## src/design/pbmc_pkg.sv

```systemverilog
// Shared constants and types of the basic mode control block.
`default_nettype none

package pbmc_pkg;

  // ---------------------------------------------------------------------------
  // Clock and timing
  // ---------------------------------------------------------------------------
  localparam int CLK_PERIOD_PS = 5000;
  localparam int SW_RESET_NS   = 1000;
  localparam int SW_RESET_CYC  = (SW_RESET_NS * 1000) / CLK_PERIOD_PS;
  localparam int DEAD_TIME_NS  = 5000;
  localparam int DEAD_CYC      = (DEAD_TIME_NS * 1000) / CLK_PERIOD_PS;
  localparam logic [9:0] SW_RESET_LOAD = 10'(SW_RESET_CYC);
  localparam logic [9:0] DEAD_LOAD     = 10'(DEAD_CYC);
  localparam logic [9:0] TMR_IDLE      = 10'h000;
  localparam logic [9:0] TMR_LAST      = 10'h001;

  // ---------------------------------------------------------------------------
  // Register map and field positions
  // ---------------------------------------------------------------------------
  localparam logic [4:0]  BMC_ADDR      = 5'h00;
  localparam logic [15:0] BMC_RESET_VAL = 16'h0000;
  localparam logic [15:0] UNMAPPED_READ = 16'h0000;
  localparam int B_RESET   = 15;
  localparam int B_LOOP    = 14;
  localparam int B_SPEED   = 13;
  localparam int B_AN_EN   = 12;
  localparam int B_PDOWN   = 11;
  localparam int B_ISOLATE = 10;
  localparam int B_RESTART = 9;
  localparam int B_DUPLEX  = 8;
  localparam int B_COLTEST = 7;

  // ---------------------------------------------------------------------------
  // Management frame
  // ---------------------------------------------------------------------------
  localparam logic [5:0] PREAMBLE_ONES = 6'h20;
  localparam logic [1:0] OP_READ       = 2'h2;
  localparam logic [1:0] OP_WRITE      = 2'h1;
  localparam logic [4:0] HDR_LAST      = 5'h0C;
  localparam logic [4:0] TA_LAST       = 5'h01;
  localparam logic [4:0] DATA_LAST     = 5'h0F;
  localparam logic [4:0] DATA_BITS     = 5'h10;
  localparam logic [3:0] NIB_ZERO      = 4'h0;

  typedef enum logic [2:0] {
    MD_PRE,
    MD_HDR,
    MD_TA_RD,
    MD_RD,
    MD_TA_WR,
    MD_WR
  } pbmc_md_type;

endpackage : pbmc_pkg

`default_nettype wire

```

## src/design/pbmc_cfg_if.sv

```systemverilog
// Control levels passed from the register block to the MAC-side datapath.
`default_nettype none

interface pbmc_cfg_if;
  logic loopback;
  logic isolate;
  logic hold;
  logic coltest;
  logic rx_blank;

  modport ctrl (output loopback, output isolate, output hold, output coltest, output rx_blank);
  modport dp   (input loopback, input isolate, input hold, input coltest, input rx_blank);
endinterface : pbmc_cfg_if

`default_nettype wire

```

## src/design/pbmc_timer.sv

```systemverilog
// One-shot down counter with busy level and a done pulse.
`default_nettype none

module pbmc_timer
#(
  parameter logic [9:0] LOAD = 10'h001
)
(
  input  wire logic ref_clk_i,
  input  wire logic rst_i,
  input  wire logic start_i,
  output logic      busy_o,
  output logic      done_o
);

  logic [9:0] cnt_reg;
  wire logic [9:0] cnt_next = start_i ? LOAD :
                              (cnt_reg != pbmc_pkg::TMR_IDLE) ? cnt_reg - 10'h001 : cnt_reg;

  always_ff @(posedge ref_clk_i or posedge rst_i)
  begin
    if (rst_i)
    begin
      cnt_reg <= pbmc_pkg::TMR_IDLE;
      busy_o  <= 1'b0;
      done_o  <= 1'b0;
    end
    else
    begin
      cnt_reg <= cnt_next;
      busy_o  <= (cnt_next != pbmc_pkg::TMR_IDLE);
      done_o  <= (cnt_reg == pbmc_pkg::TMR_LAST) & ~start_i;
    end
  end

endmodule : pbmc_timer

`default_nettype wire

```

## src/design/pbmc_datapath.sv

```systemverilog
// MAC-side data gating: loopback, isolation, power down and collision test.
`default_nettype none

module pbmc_datapath
(
  input  wire logic       ref_clk_i,
  input  wire logic       rst_i,
  pbmc_cfg_if.dp          cfg,
  input  wire logic [3:0] mii_txd_i,
  input  wire logic       mii_tx_en_i,
  input  wire logic [3:0] line_rxd_i,
  input  wire logic       line_rx_dv_i,
  output logic      [3:0] mii_rxd_o,
  output logic            mii_rx_dv_o,
  output logic            mii_col_o,
  output logic      [3:0] line_txd_o,
  output logic            line_tx_en_o
);

  wire logic       live    = ~cfg.hold & ~cfg.isolate;
  wire logic       to_line = live & ~cfg.loopback;
  wire logic [3:0] rxd_sel = cfg.loopback ? mii_txd_i : line_rxd_i;
  wire logic       dv_sel  = (cfg.loopback ? mii_tx_en_i : line_rx_dv_i) & ~cfg.rx_blank;

  always_ff @(posedge ref_clk_i or posedge rst_i)
  begin
    if (rst_i)
    begin
      mii_rxd_o    <= pbmc_pkg::NIB_ZERO;
      mii_rx_dv_o  <= 1'b0;
      mii_col_o    <= 1'b0;
      line_txd_o   <= pbmc_pkg::NIB_ZERO;
      line_tx_en_o <= 1'b0;
    end
    else
    begin
      mii_rxd_o    <= live ? rxd_sel : pbmc_pkg::NIB_ZERO;
      mii_rx_dv_o  <= live & dv_sel;
      mii_col_o    <= live & cfg.coltest & mii_tx_en_i;
      line_txd_o   <= to_line ? mii_txd_i : pbmc_pkg::NIB_ZERO;
      line_tx_en_o <= to_line & mii_tx_en_i;
    end
  end
endmodule : pbmc_datapath

`default_nettype wire

```

## src/design/pbmc_top.sv

```systemverilog
// Basic mode control register, its serial management port and control outputs.
`default_nettype none

// -----------------------------------------------------------------------------
// -----------------------------------------------------------------------------

module pbmc_top
(
  input  wire logic       ref_clk_i,
  input  wire logic       rst_i,
  input  wire logic       mdc_i,
  input  wire logic       mdio_i,
  output logic            mdio_o,
  output logic            mdio_oe_n_o,
  input  wire logic [4:0] phy_addr_i,
  input  wire logic       strap_speed_100_i,
  input  wire logic       strap_an_enable_i,
  input  wire logic       strap_full_duplex_i,
  input  wire logic       fiber_mode_enable_i,
  input  wire logic       powerdown_interrupt_pin_n_i,
  input  wire logic       an_started_i,
  input  wire logic       an_speed_100_i,
  input  wire logic       an_full_duplex_i,
  output logic            an_enable_o,
  output logic            an_restart_o,
  output logic            speed_100_o,
  output logic            full_duplex_o,
  output logic            power_down_o,
  output logic            sw_reset_busy_o,
  input  wire logic [3:0] mii_txd_i,
  input  wire logic       mii_tx_en_i,
  input  wire logic [3:0] line_rxd_i,
  input  wire logic       line_rx_dv_i,
  output logic      [3:0] mii_rxd_o,
  output logic            mii_rx_dv_o,
  output logic            mii_col_o,
  output logic      [3:0] line_txd_o,
  output logic            line_tx_en_o
);

  // ---------------------------------------------------------------------------
  // Declarations
  // ---------------------------------------------------------------------------
  pbmc_pkg::pbmc_md_type state_reg;
  pbmc_pkg::pbmc_md_type state_next;
  logic        mdc_d_reg;
  logic [5:0]  ones_reg;
  logic [5:0]  ones_next;
  logic [4:0]  cnt_reg;
  logic [4:0]  cnt_next;
  logic [12:0] hdr_reg;
  logic [12:0] hdr_next;
  logic [15:0] shift_reg;
  logic [15:0] shift_next;
  logic        mdo_next;
  logic        oe_n_next;
  logic        wr_reg;
  logic        wr_next;
  logic        strap_load_reg;
  logic        loop_reg;
  logic        speed_reg;
  logic        an_en_reg;
  logic        pdown_reg;
  logic        isolate_reg;
  logic        restart_reg;
  logic        duplex_reg;
  logic        coltest_reg;
  logic        rst_done;
  logic        dead_busy;
  logic [15:0] bmc_val;

  pbmc_cfg_if cfg ();

  // ---------------------------------------------------------------------------
  // Management frame decode
  // ---------------------------------------------------------------------------
  wire logic        mdc_rise  = mdc_i & ~mdc_d_reg;
  wire logic        ones_full = (ones_reg >= pbmc_pkg::PREAMBLE_ONES);
  wire logic [12:0] hdr_in    = {hdr_reg[11:0], mdio_i};
  wire logic [1:0]  hdr_op    = hdr_in[11:10];
  wire logic        hdr_ok    = hdr_in[12] & (hdr_in[9:5] == phy_addr_i);
  wire logic        hdr_is_bmc = (hdr_in[4:0] == pbmc_pkg::BMC_ADDR);
  wire logic [15:0] rd_data   = hdr_is_bmc ? bmc_val : pbmc_pkg::UNMAPPED_READ;

  always_comb
  begin
    state_next = state_reg;
    ones_next  = ones_reg;
    cnt_next   = cnt_reg;
    hdr_next   = hdr_reg;
    shift_next = shift_reg;
    mdo_next   = mdio_o;
    oe_n_next  = mdio_oe_n_o;
    wr_next    = 1'b0;
    if (mdc_rise)
    begin
      unique case (state_reg)
        pbmc_pkg::MD_PRE:
        begin
          cnt_next = 5'h00;
          if (mdio_i)
          begin
            ones_next = ones_full ? ones_reg : ones_reg + 6'h01;
          end
          else
          begin
            ones_next = 6'h00;
            if (ones_full)
            begin
              state_next = pbmc_pkg::MD_HDR;
            end
          end
        end
        pbmc_pkg::MD_HDR:
        begin
          hdr_next = hdr_in;
          cnt_next = cnt_reg + 5'h01;
          if (cnt_reg == pbmc_pkg::HDR_LAST)
          begin
            cnt_next = 5'h00;
            if (hdr_ok && (hdr_op == pbmc_pkg::OP_READ))
            begin
              state_next = pbmc_pkg::MD_TA_RD;
              shift_next = rd_data;
            end
            else if (hdr_ok && (hdr_op == pbmc_pkg::OP_WRITE))
            begin
              state_next = pbmc_pkg::MD_TA_WR;
            end
            else
            begin
              state_next = pbmc_pkg::MD_PRE;
            end
          end
        end
        pbmc_pkg::MD_TA_RD:
        begin
          mdo_next   = 1'b0;
          oe_n_next  = 1'b0;
          state_next = pbmc_pkg::MD_RD;
        end
        pbmc_pkg::MD_RD:
        begin
          if (cnt_reg == pbmc_pkg::DATA_BITS)
          begin
            mdo_next   = 1'b0;
            oe_n_next  = 1'b1;
            state_next = pbmc_pkg::MD_PRE;
          end
          else
          begin
            mdo_next   = shift_reg[15];
            shift_next = {shift_reg[14:0], 1'b0};
            cnt_next   = cnt_reg + 5'h01;
          end
        end
        pbmc_pkg::MD_TA_WR:
        begin
          cnt_next = cnt_reg + 5'h01;
          if (cnt_reg == pbmc_pkg::TA_LAST)
          begin
            cnt_next   = 5'h00;
            state_next = pbmc_pkg::MD_WR;
          end
        end
        pbmc_pkg::MD_WR:
        begin
          shift_next = {shift_reg[14:0], mdio_i};
          cnt_next   = cnt_reg + 5'h01;
          if (cnt_reg == pbmc_pkg::DATA_LAST)
          begin
            wr_next    = 1'b1;
            state_next = pbmc_pkg::MD_PRE;
          end
        end
      endcase
    end
  end

  always_ff @(posedge ref_clk_i or posedge rst_i)
  begin
    if (rst_i)
    begin
      state_reg   <= pbmc_pkg::MD_PRE;
      mdc_d_reg   <= 1'b0;
      ones_reg    <= 6'h00;
      cnt_reg     <= 5'h00;
      hdr_reg     <= 13'h0000;
      shift_reg   <= 16'h0000;
      mdio_o      <= 1'b0;
      mdio_oe_n_o <= 1'b1;
      wr_reg      <= 1'b0;
    end
    else
    begin
      state_reg   <= state_next;
      mdc_d_reg   <= mdc_i;
      ones_reg    <= ones_next;
      cnt_reg     <= cnt_next;
      hdr_reg     <= hdr_next;
      shift_reg   <= shift_next;
      mdio_o      <= mdo_next;
      mdio_oe_n_o <= oe_n_next;
      wr_reg      <= wr_next;
    end
  end

  // ---------------------------------------------------------------------------
  // Register write decode
  // ---------------------------------------------------------------------------
  wire logic [15:0] wd        = shift_reg;
  wire logic        bmc_wr    = wr_reg & (hdr_reg[4:0] == pbmc_pkg::BMC_ADDR) & ~sw_reset_busy_o;
  wire logic        start_rst = bmc_wr & wd[pbmc_pkg::B_RESET];
  wire logic        norm_wr   = bmc_wr & ~wd[pbmc_pkg::B_RESET];
  wire logic        load_def  = strap_load_reg | rst_done;
  wire logic        pin_low   = ~powerdown_interrupt_pin_n_i;
  wire logic        restart_set = norm_wr & wd[pbmc_pkg::B_RESTART] & wd[pbmc_pkg::B_AN_EN];

  wire logic loop_next    = load_def ? 1'b0 : norm_wr ? wd[pbmc_pkg::B_LOOP] : loop_reg;
  wire logic speed_next   = load_def ? strap_speed_100_i :
                            norm_wr ? wd[pbmc_pkg::B_SPEED] : speed_reg;
  wire logic an_en_next   = load_def ? strap_an_enable_i & ~fiber_mode_enable_i :
                            norm_wr ? wd[pbmc_pkg::B_AN_EN] : an_en_reg;
  wire logic pdown_next   = pin_low ? 1'b1 : load_def ? 1'b0 :
                            norm_wr ? wd[pbmc_pkg::B_PDOWN] : pdown_reg;
  wire logic isolate_next = load_def ? 1'b0 : norm_wr ? wd[pbmc_pkg::B_ISOLATE] : isolate_reg;
  wire logic duplex_next  = load_def ? strap_full_duplex_i :
                            norm_wr ? wd[pbmc_pkg::B_DUPLEX] : duplex_reg;
  wire logic coltest_next = load_def ? 1'b0 : norm_wr ? wd[pbmc_pkg::B_COLTEST] : coltest_reg;
  wire logic restart_next = restart_set ? 1'b1 :
                            (an_started_i | load_def) ? 1'b0 : restart_reg;

  // A restart write of zero does not clear the request; only the start report from the
  // negotiation engine or a load of defaults clears it, and the process then runs on regardless.
  always_ff @(posedge ref_clk_i or posedge rst_i)
  begin
    if (rst_i)
    begin
      strap_load_reg <= 1'b1;
      loop_reg       <= 1'b0;
      speed_reg      <= 1'b0;
      an_en_reg      <= 1'b0;
      pdown_reg      <= 1'b0;
      isolate_reg    <= 1'b0;
      restart_reg    <= 1'b0;
      duplex_reg     <= 1'b0;
      coltest_reg    <= 1'b0;
    end
    else
    begin
      strap_load_reg <= 1'b0;
      loop_reg       <= loop_next;
      speed_reg      <= speed_next;
      an_en_reg      <= an_en_next;
      pdown_reg      <= pdown_next;
      isolate_reg    <= isolate_next;
      restart_reg    <= restart_next;
      duplex_reg     <= duplex_next;
      coltest_reg    <= coltest_next;
    end
  end

  // ---------------------------------------------------------------------------
  // Read value
  // ---------------------------------------------------------------------------
  always_comb
  begin
    bmc_val                      = pbmc_pkg::BMC_RESET_VAL;
    bmc_val[pbmc_pkg::B_RESET]   = sw_reset_busy_o;
    bmc_val[pbmc_pkg::B_LOOP]    = loop_reg;
    bmc_val[pbmc_pkg::B_SPEED]   = speed_reg;
    bmc_val[pbmc_pkg::B_AN_EN]   = an_en_reg;
    bmc_val[pbmc_pkg::B_PDOWN]   = pdown_reg;
    bmc_val[pbmc_pkg::B_ISOLATE] = isolate_reg;
    bmc_val[pbmc_pkg::B_RESTART] = restart_reg;
    bmc_val[pbmc_pkg::B_DUPLEX]  = duplex_reg;
    bmc_val[pbmc_pkg::B_COLTEST] = coltest_reg;
  end

  // ---------------------------------------------------------------------------
  // Effective controls
  // ---------------------------------------------------------------------------
  always_ff @(posedge ref_clk_i or posedge rst_i)
  begin
    if (rst_i)
    begin
      an_enable_o   <= 1'b0;
      an_restart_o  <= 1'b0;
      speed_100_o   <= 1'b0;
      full_duplex_o <= 1'b0;
      power_down_o  <= 1'b0;
    end
    else
    begin
      an_enable_o   <= an_en_reg;
      an_restart_o  <= restart_reg;
      speed_100_o   <= an_en_reg ? an_speed_100_i : speed_reg;
      full_duplex_o <= an_en_reg ? an_full_duplex_i : duplex_reg;
      power_down_o  <= pdown_reg | pin_low;
    end
  end

  pbmc_timer #(
    .LOAD (pbmc_pkg::SW_RESET_LOAD)
  ) u_reset_timer (
    .ref_clk_i (ref_clk_i),
    .rst_i     (rst_i),
    .start_i   (start_rst),
    .busy_o    (sw_reset_busy_o),
    .done_o    (rst_done)
  );

  pbmc_timer #(
    .LOAD (pbmc_pkg::DEAD_LOAD)
  ) u_dead_timer (
    .ref_clk_i (ref_clk_i),
    .rst_i     (rst_i),
    .start_i   (loop_next & ~loop_reg),
    .busy_o    (dead_busy),
    .done_o    ()
  );

  assign cfg.loopback = loop_reg;
  assign cfg.isolate  = isolate_reg;
  assign cfg.hold     = pdown_reg | pin_low | sw_reset_busy_o;
  assign cfg.coltest  = coltest_reg;
  assign cfg.rx_blank = dead_busy;

  pbmc_datapath u_datapath (
    .ref_clk_i    (ref_clk_i),
    .rst_i        (rst_i),
    .cfg          (cfg.dp),
    .mii_txd_i    (mii_txd_i),
    .mii_tx_en_i  (mii_tx_en_i),
    .line_rxd_i   (line_rxd_i),
    .line_rx_dv_i (line_rx_dv_i),
    .mii_rxd_o    (mii_rxd_o),
    .mii_rx_dv_o  (mii_rx_dv_o),
    .mii_col_o    (mii_col_o),
    .line_txd_o   (line_txd_o),
    .line_tx_en_o (line_tx_en_o)
  );
endmodule : pbmc_top

`default_nettype wire

```

## config.mk

```make
export PLATFORM = sky130hd
export DESIGN_NAME = pbmc_top
export DESIGN_NICKNAME = d
export VERILOG_FILES = /design/src/design/pbmc_pkg.sv /design/src/design/pbmc_cfg_if.sv /design/src/design/pbmc_timer.sv /design/src/design/pbmc_datapath.sv /design/src/design/pbmc_top.sv
export SDC_FILE = /design/constraint.sdc
export NUM_CORES = 1
export LEC_CHECK = 0
export BUFFER_PORTS_ARGS = -buffer_cell sky130_fd_sc_hd__buf_2
export CAP_MARGIN = 0
export CORE_UTILIZATION = 35
export DETAILED_ROUTE_END_ITERATION = 10
export GPL_TIMING_DRIVEN = 0
export PLACE_DENSITY = 0.51
export REMOVE_ABC_BUFFERS = 1
export SLEW_MARGIN = 10
export SYNTH_ARGS = -nofsm -noshare
export SYNTH_HDL_FRONTEND = slang
export SYNTH_HIERARCHICAL = 1
export SYNTH_SLANG_ARGS = --single-unit
export TNS_END_PERCENT = 20
```

## constraint.sdc

```tcl
create_clock -name ref_clk_i -period 5.5 [get_ports ref_clk_i]
set_input_delay 0 -clock ref_clk_i [delete_from_list [all_inputs] [get_ports ref_clk_i]]
set_output_delay 0 -clock ref_clk_i [all_outputs]
set_load 0.05 [all_outputs]
```

== After elaboration in Yosys (flattened, before gate mapping) ==
Index checks and enable logic that the tools add are counted.
Word-level totals
  flip-flop bits (word level): 94
  memory bits (writable): 0
  bits in read-only memories: 0
  latch bits: 0
  input port bits: 27
  output and inout bits: 19
  word-level logic and storage cells: 168
  memories kept: 0
Operators by class
  div/mod/pow operators: 0
  shift-type cells: 0
  bitwise gates (word level): 32
  reduce and logical (&&, ||, !) cells: 21
  add/sub/neg operators: 4
  eq/ne operators: 23
  multiply operators: 0
  order comparisons: 1
  mux-type cells: 54
Operators with widths (number)
  $mux W16: 4
  $pmux W16 S3: 1
  $mux W10: 4
  $reduce_bool A10 Y1: 4
  $mux W1: 25
  $pmux W5 S5: 1
  $mux W3: 8
  $sub A10 B1 Y10 const B: 2
  $and A1 B1 Y1: 18
  $ne A2 B2 Y1 const B: 9
  $pmux W3 S6: 1
  $mux W5: 3
  $mux W4: 3
  $mux W6: 2
  $eq A10 B1 Y1 const B: 1
  $eq A5 B4 Y1 const B: 2
  $logic_not A5 Y1: 2
  $not A1 Y1: 10
  $reduce_and A3 Y1: 3
  $reduce_and A7 Y1: 1
  $add A6 B1 Y6 const B: 1
  $eq A3 B2 Y1 const B: 2
  $eq A3 B3 Y1 const B: 2
  $ge A6 B6 Y1 const B: 1
  17 further kinds: 25

== Depth between registers and ports, before layout ==
  depth after elaboration: 9
  depth in mapped cells: 8
  gate-level depth less buffers: 7

== Modules after synthesis ==
Netlist, hierarchy kept.
By module, submodules not included
  pbmc_top: cells an instance 283, times used 1, area each 3009.1 um^2
  pbmc_timer (u_dead_timer): cells an instance 82, times used 1, area each 754.5 um^2
  pbmc_timer (u_reset_timer): cells an instance 76, times used 1, area each 703.2 um^2
  pbmc_datapath: cells an instance 33, times used 1, area each 431.7 um^2

== Worst setup path before layout ==
Ideal clock, no wire load.
  path kind: register to register
  start: register u_dead_timer.cnt_reg[0]
  end: register u_dead_timer.busy_o
  buffers on the path: 1
  setup time: 0.139 ns
  path slack: 2.971 ns
  data required time: 5.361 ns
  arrival: 2.390 ns
  period minus slack after synthesis: 2.529 ns
  stages on the path, launching flop included: 9
  cells stage by stage: dfrtp_1 > clkbuf_1 > inv_1 > ha_1 > or3b_4 > or3_1 > a211oi_1 > o2111ai_1 > or4_1
Between the ends
  word-level cells in the longest chain between the ends: 4
  elaborated cells between the ends (all ways): 5
Ends and longest elaborated chain
  start: declaration: line pbmc_timer.sv:16  | logic [9:0] cnt_reg;
  start signal: assignment: line pbmc_timer.sv:24  | cnt_reg <= pbmc_pkg::TMR_IDLE;
  start signal: assignment: line pbmc_timer.sv:30  | cnt_reg <= cnt_next;
  $sub A10 B1 Y10 or $reduce_bool A10 Y1 (tied branches): line pbmc_timer.sv:18  | (cnt_reg != pbmc_pkg::TMR_IDLE) ? cnt_reg - 10'h001 : cnt_reg;
  $mux W10 (*): line pbmc_timer.sv:18
  $mux W10 (*): line pbmc_timer.sv:17  | wire logic [9:0] cnt_next = start_i ? LOAD :
  $reduce_bool A10 Y1 (*): line pbmc_timer.sv:31  | busy_o <= (cnt_next != pbmc_pkg::TMR_IDLE);
  end signal: assignment: line pbmc_timer.sv:31
  end: declaration: line pbmc_timer.sv:12  | output logic busy_o,
Mark *: on every way between the ends. The rest lies on a longest branch, timed or not.
A chain may end at the register's enable or synchronous reset.

== Final worst setup path ==
Same ends and word-level chain as after synthesis.

==> summary.md <==
| Metric | Value |
|---|---|
| Leak Pwr | 2.724 nW |
| Pin count of the biggest net entering global routing | 61 |
| Antenna Nets Post-Route | 0 |
| Fin. Hold Viols | 0 |
| Gr usage total | 15.33% |
| Die Width | 119.7 um |
| Initial antenna violation count | 0 |
| Cell count after synthesis | 471 |
| Fmax | 361.8 MHz |
| VDD IR-drop max | 0.0001798 V |
| Crit start category | flop |
| Clock transition at path regs | 0.07 ns |
| Syn_area_per_cell | 10.30 sq um |
| Core area | 13400 sq um |
| Final Cycle Share | 50.25% |
| Syn-to-layout area delta | 18.47% |
| # placed instances | 669 |
| First-pass GRT wire length | 17.24 mm |
| Routed vias/inst | 5.136 |
| Port bufs | 45 |
| Num CTS Buffers | 9 |
| Pwr dens | 308.2 nW/um^2 |
| Final nets | 562 |
| Max FO, Critical Path | 8 |
| Flip-flop count of the largest register after layout | 16 |
| # setup viols final | 0 |
| Die height | 119.7 um |
| Synthesized area | 4851 sq um |
| Clock Skews | 0.007452 ns |
| Post-CTS Setup Repair Bufs | 0 |
| Hold_ws | 0.1889 ns |
| Clock tree buffer depth | 2 |
| Relative slew slack | 48.97% |
| Max-cap violations | 0 |
| 1st-iter DRT viols | 233 |
| Final non-filler cell total | 707 |
| Post-detail-place hpwl | 6.661 mm |
| Share of layout cells above drive strength 1 | 20.53% |
| DIE AREA | 14330 sq um |
| Worst EP arrival | 2.98 ns |
| Row count | 42 |
| Outcome | completed |
| WS Path Type | flop to flop |
| Clk sinks | 94 |
| Yosys Warn Count | 6 |
| DRC | 0 |
| Wirelength per Cell | 14.28 um |
| Worst hold path type | primary input to flop |
| Later-pin clock latency in the skew report | 0.35 ns |
| Initial cell density of the core | 36.20% |
| H-tree depth | 3 |
| Slew Viols, Final | 0 |
| CTS root buffer | clkbuf_16 |
| DRT Pass-1 Iters | 4 |
| Vias | 3631 |
| RePlAce Congestion | 0.7479 |
| CP Capture Type | flop |
| WL final | 10.10 mm |
| Total congestion overflow | 0 |
| RSZ-0062 raised after global routing | false |
| Slew @ Worst Pin | 0.7655 ns |
| Final total negative setup slack | 0 ns |
| ANT cells | 0 |
| CTS tree | yes |
| I/O Pins | 46 |
| Tmin final | 2.764 ns |
| Vias in the first global route | 3460 |
| CP Data Required Time | 5.72 ns |
## final timing paths
check                                              from                 endpoint  slack [ns]  cells past startpoint
worst min register to register              restart_reg             an_restart_o        0.41                      0
worst max register to register  u_dead_timer/cnt_reg[0]      u_dead_timer/busy_o        2.74                      7
worst min-delay path                      phy_addr_i[1]             state_reg[2]        0.19                      5
min in group asynchronous                         rst_i  u_datapath/mii_rxd_o[0]        0.23                      3
max in group asynchronous                         rst_i              ones_reg[3]        4.61                      3
worst max-delay path            u_dead_timer/cnt_reg[0]      u_dead_timer/busy_o        2.74                      7
## where the power goes
part	internal [mW]	switching (mW)	leakage, nW	total, mW
Sequential	0.744	0.0580	1.26	0.802
Clock	0.437	0.268	0.169	0.705
Combinational	0.117	0.147	1.29	0.265
## worst max-delay path: stages, from the launching register on
cell and delay, ns:
dfrtp_1 0.47, inv_1 0.09, ha_1 0.29, or3b_4 0.43
or3_1 0.31, a211oi_1 0.36, o2111ai_1 0.17, or4_1 0.50
## layout by cell type, fill, tap and decap left out, types with 3 or more instances in the layout
cell and instances:
a22o_1 6, nor4_1 7, o21a_1 3, buf_2 45, or3_1 5, a211oi_1 4
nand3_1 7, nand2b_1 10, nand3b_1 4, mux2_2 24, a21oi_1 11, nand2_1 51
clkbuf_16 9, ha_1 9, or2_2 3, xnor2_1 5, clkbuf_8 3, o21ai_0 36
nor3_1 11, nor2_1 36, and4_1 3, inv_1 18, nor2b_1 4, nand4b_1 4
mux2i_1 15, xor2_1 4, or4_1 3, and2_1 7, dlygate4sd3_1 22, dfrtp_1 92
a21o_1 4, a211o_1 3, nand4_1 3
## layout make-up
| cell class | instances | area [sq um] |
|---|---|---|
| fill | 1313 | 7654 |
| sequential | 94 | 2355 |
| multi-input combinational | 334 | 2301 |
| timing repair buffer | 68 | 452.9 |
| clock buffer | 12 | 266.5 |
| tap | 176 | 220.2 |
| clock inverter | 4 | 77.57 |
| inverter | 19 | 73.82 |
## per-layer routing
layer,track usage (%),share of wire (%),up-vias
met2,22.76,44,59
met1,21.57,50,1772
met3,2.947,3.2,14
li1,-,-,1786
met4,6.953,1.9,0
met5,0,0,-
## repair_timing
item,in CTS,in global routing
hold buffers,22,0
gates resized for setup,0,0
endpoints found under the hold margin,113,0
## stage by stage
| step | utilization [%] | setup WS (ns) | power (mW) | area, sq um |
|---|---|---|---|---|
| CTS | 42.89 | 2.693 | 1.798 | 5747 |
| floorplan | - | 2.495 | 0.9955 | 4721 |
| detailed placement | 38.67 | 2.722 | 1.068 | 5182 |
| global placement | 38.55 | 1.468 | 1.060 | 5166 |
| global route | 42.89 | 2.480 | 1.861 | 5747 |
| finish | 42.89 | 2.736 | 1.771 | 5747 |
(Power assumes the default switching activity.)
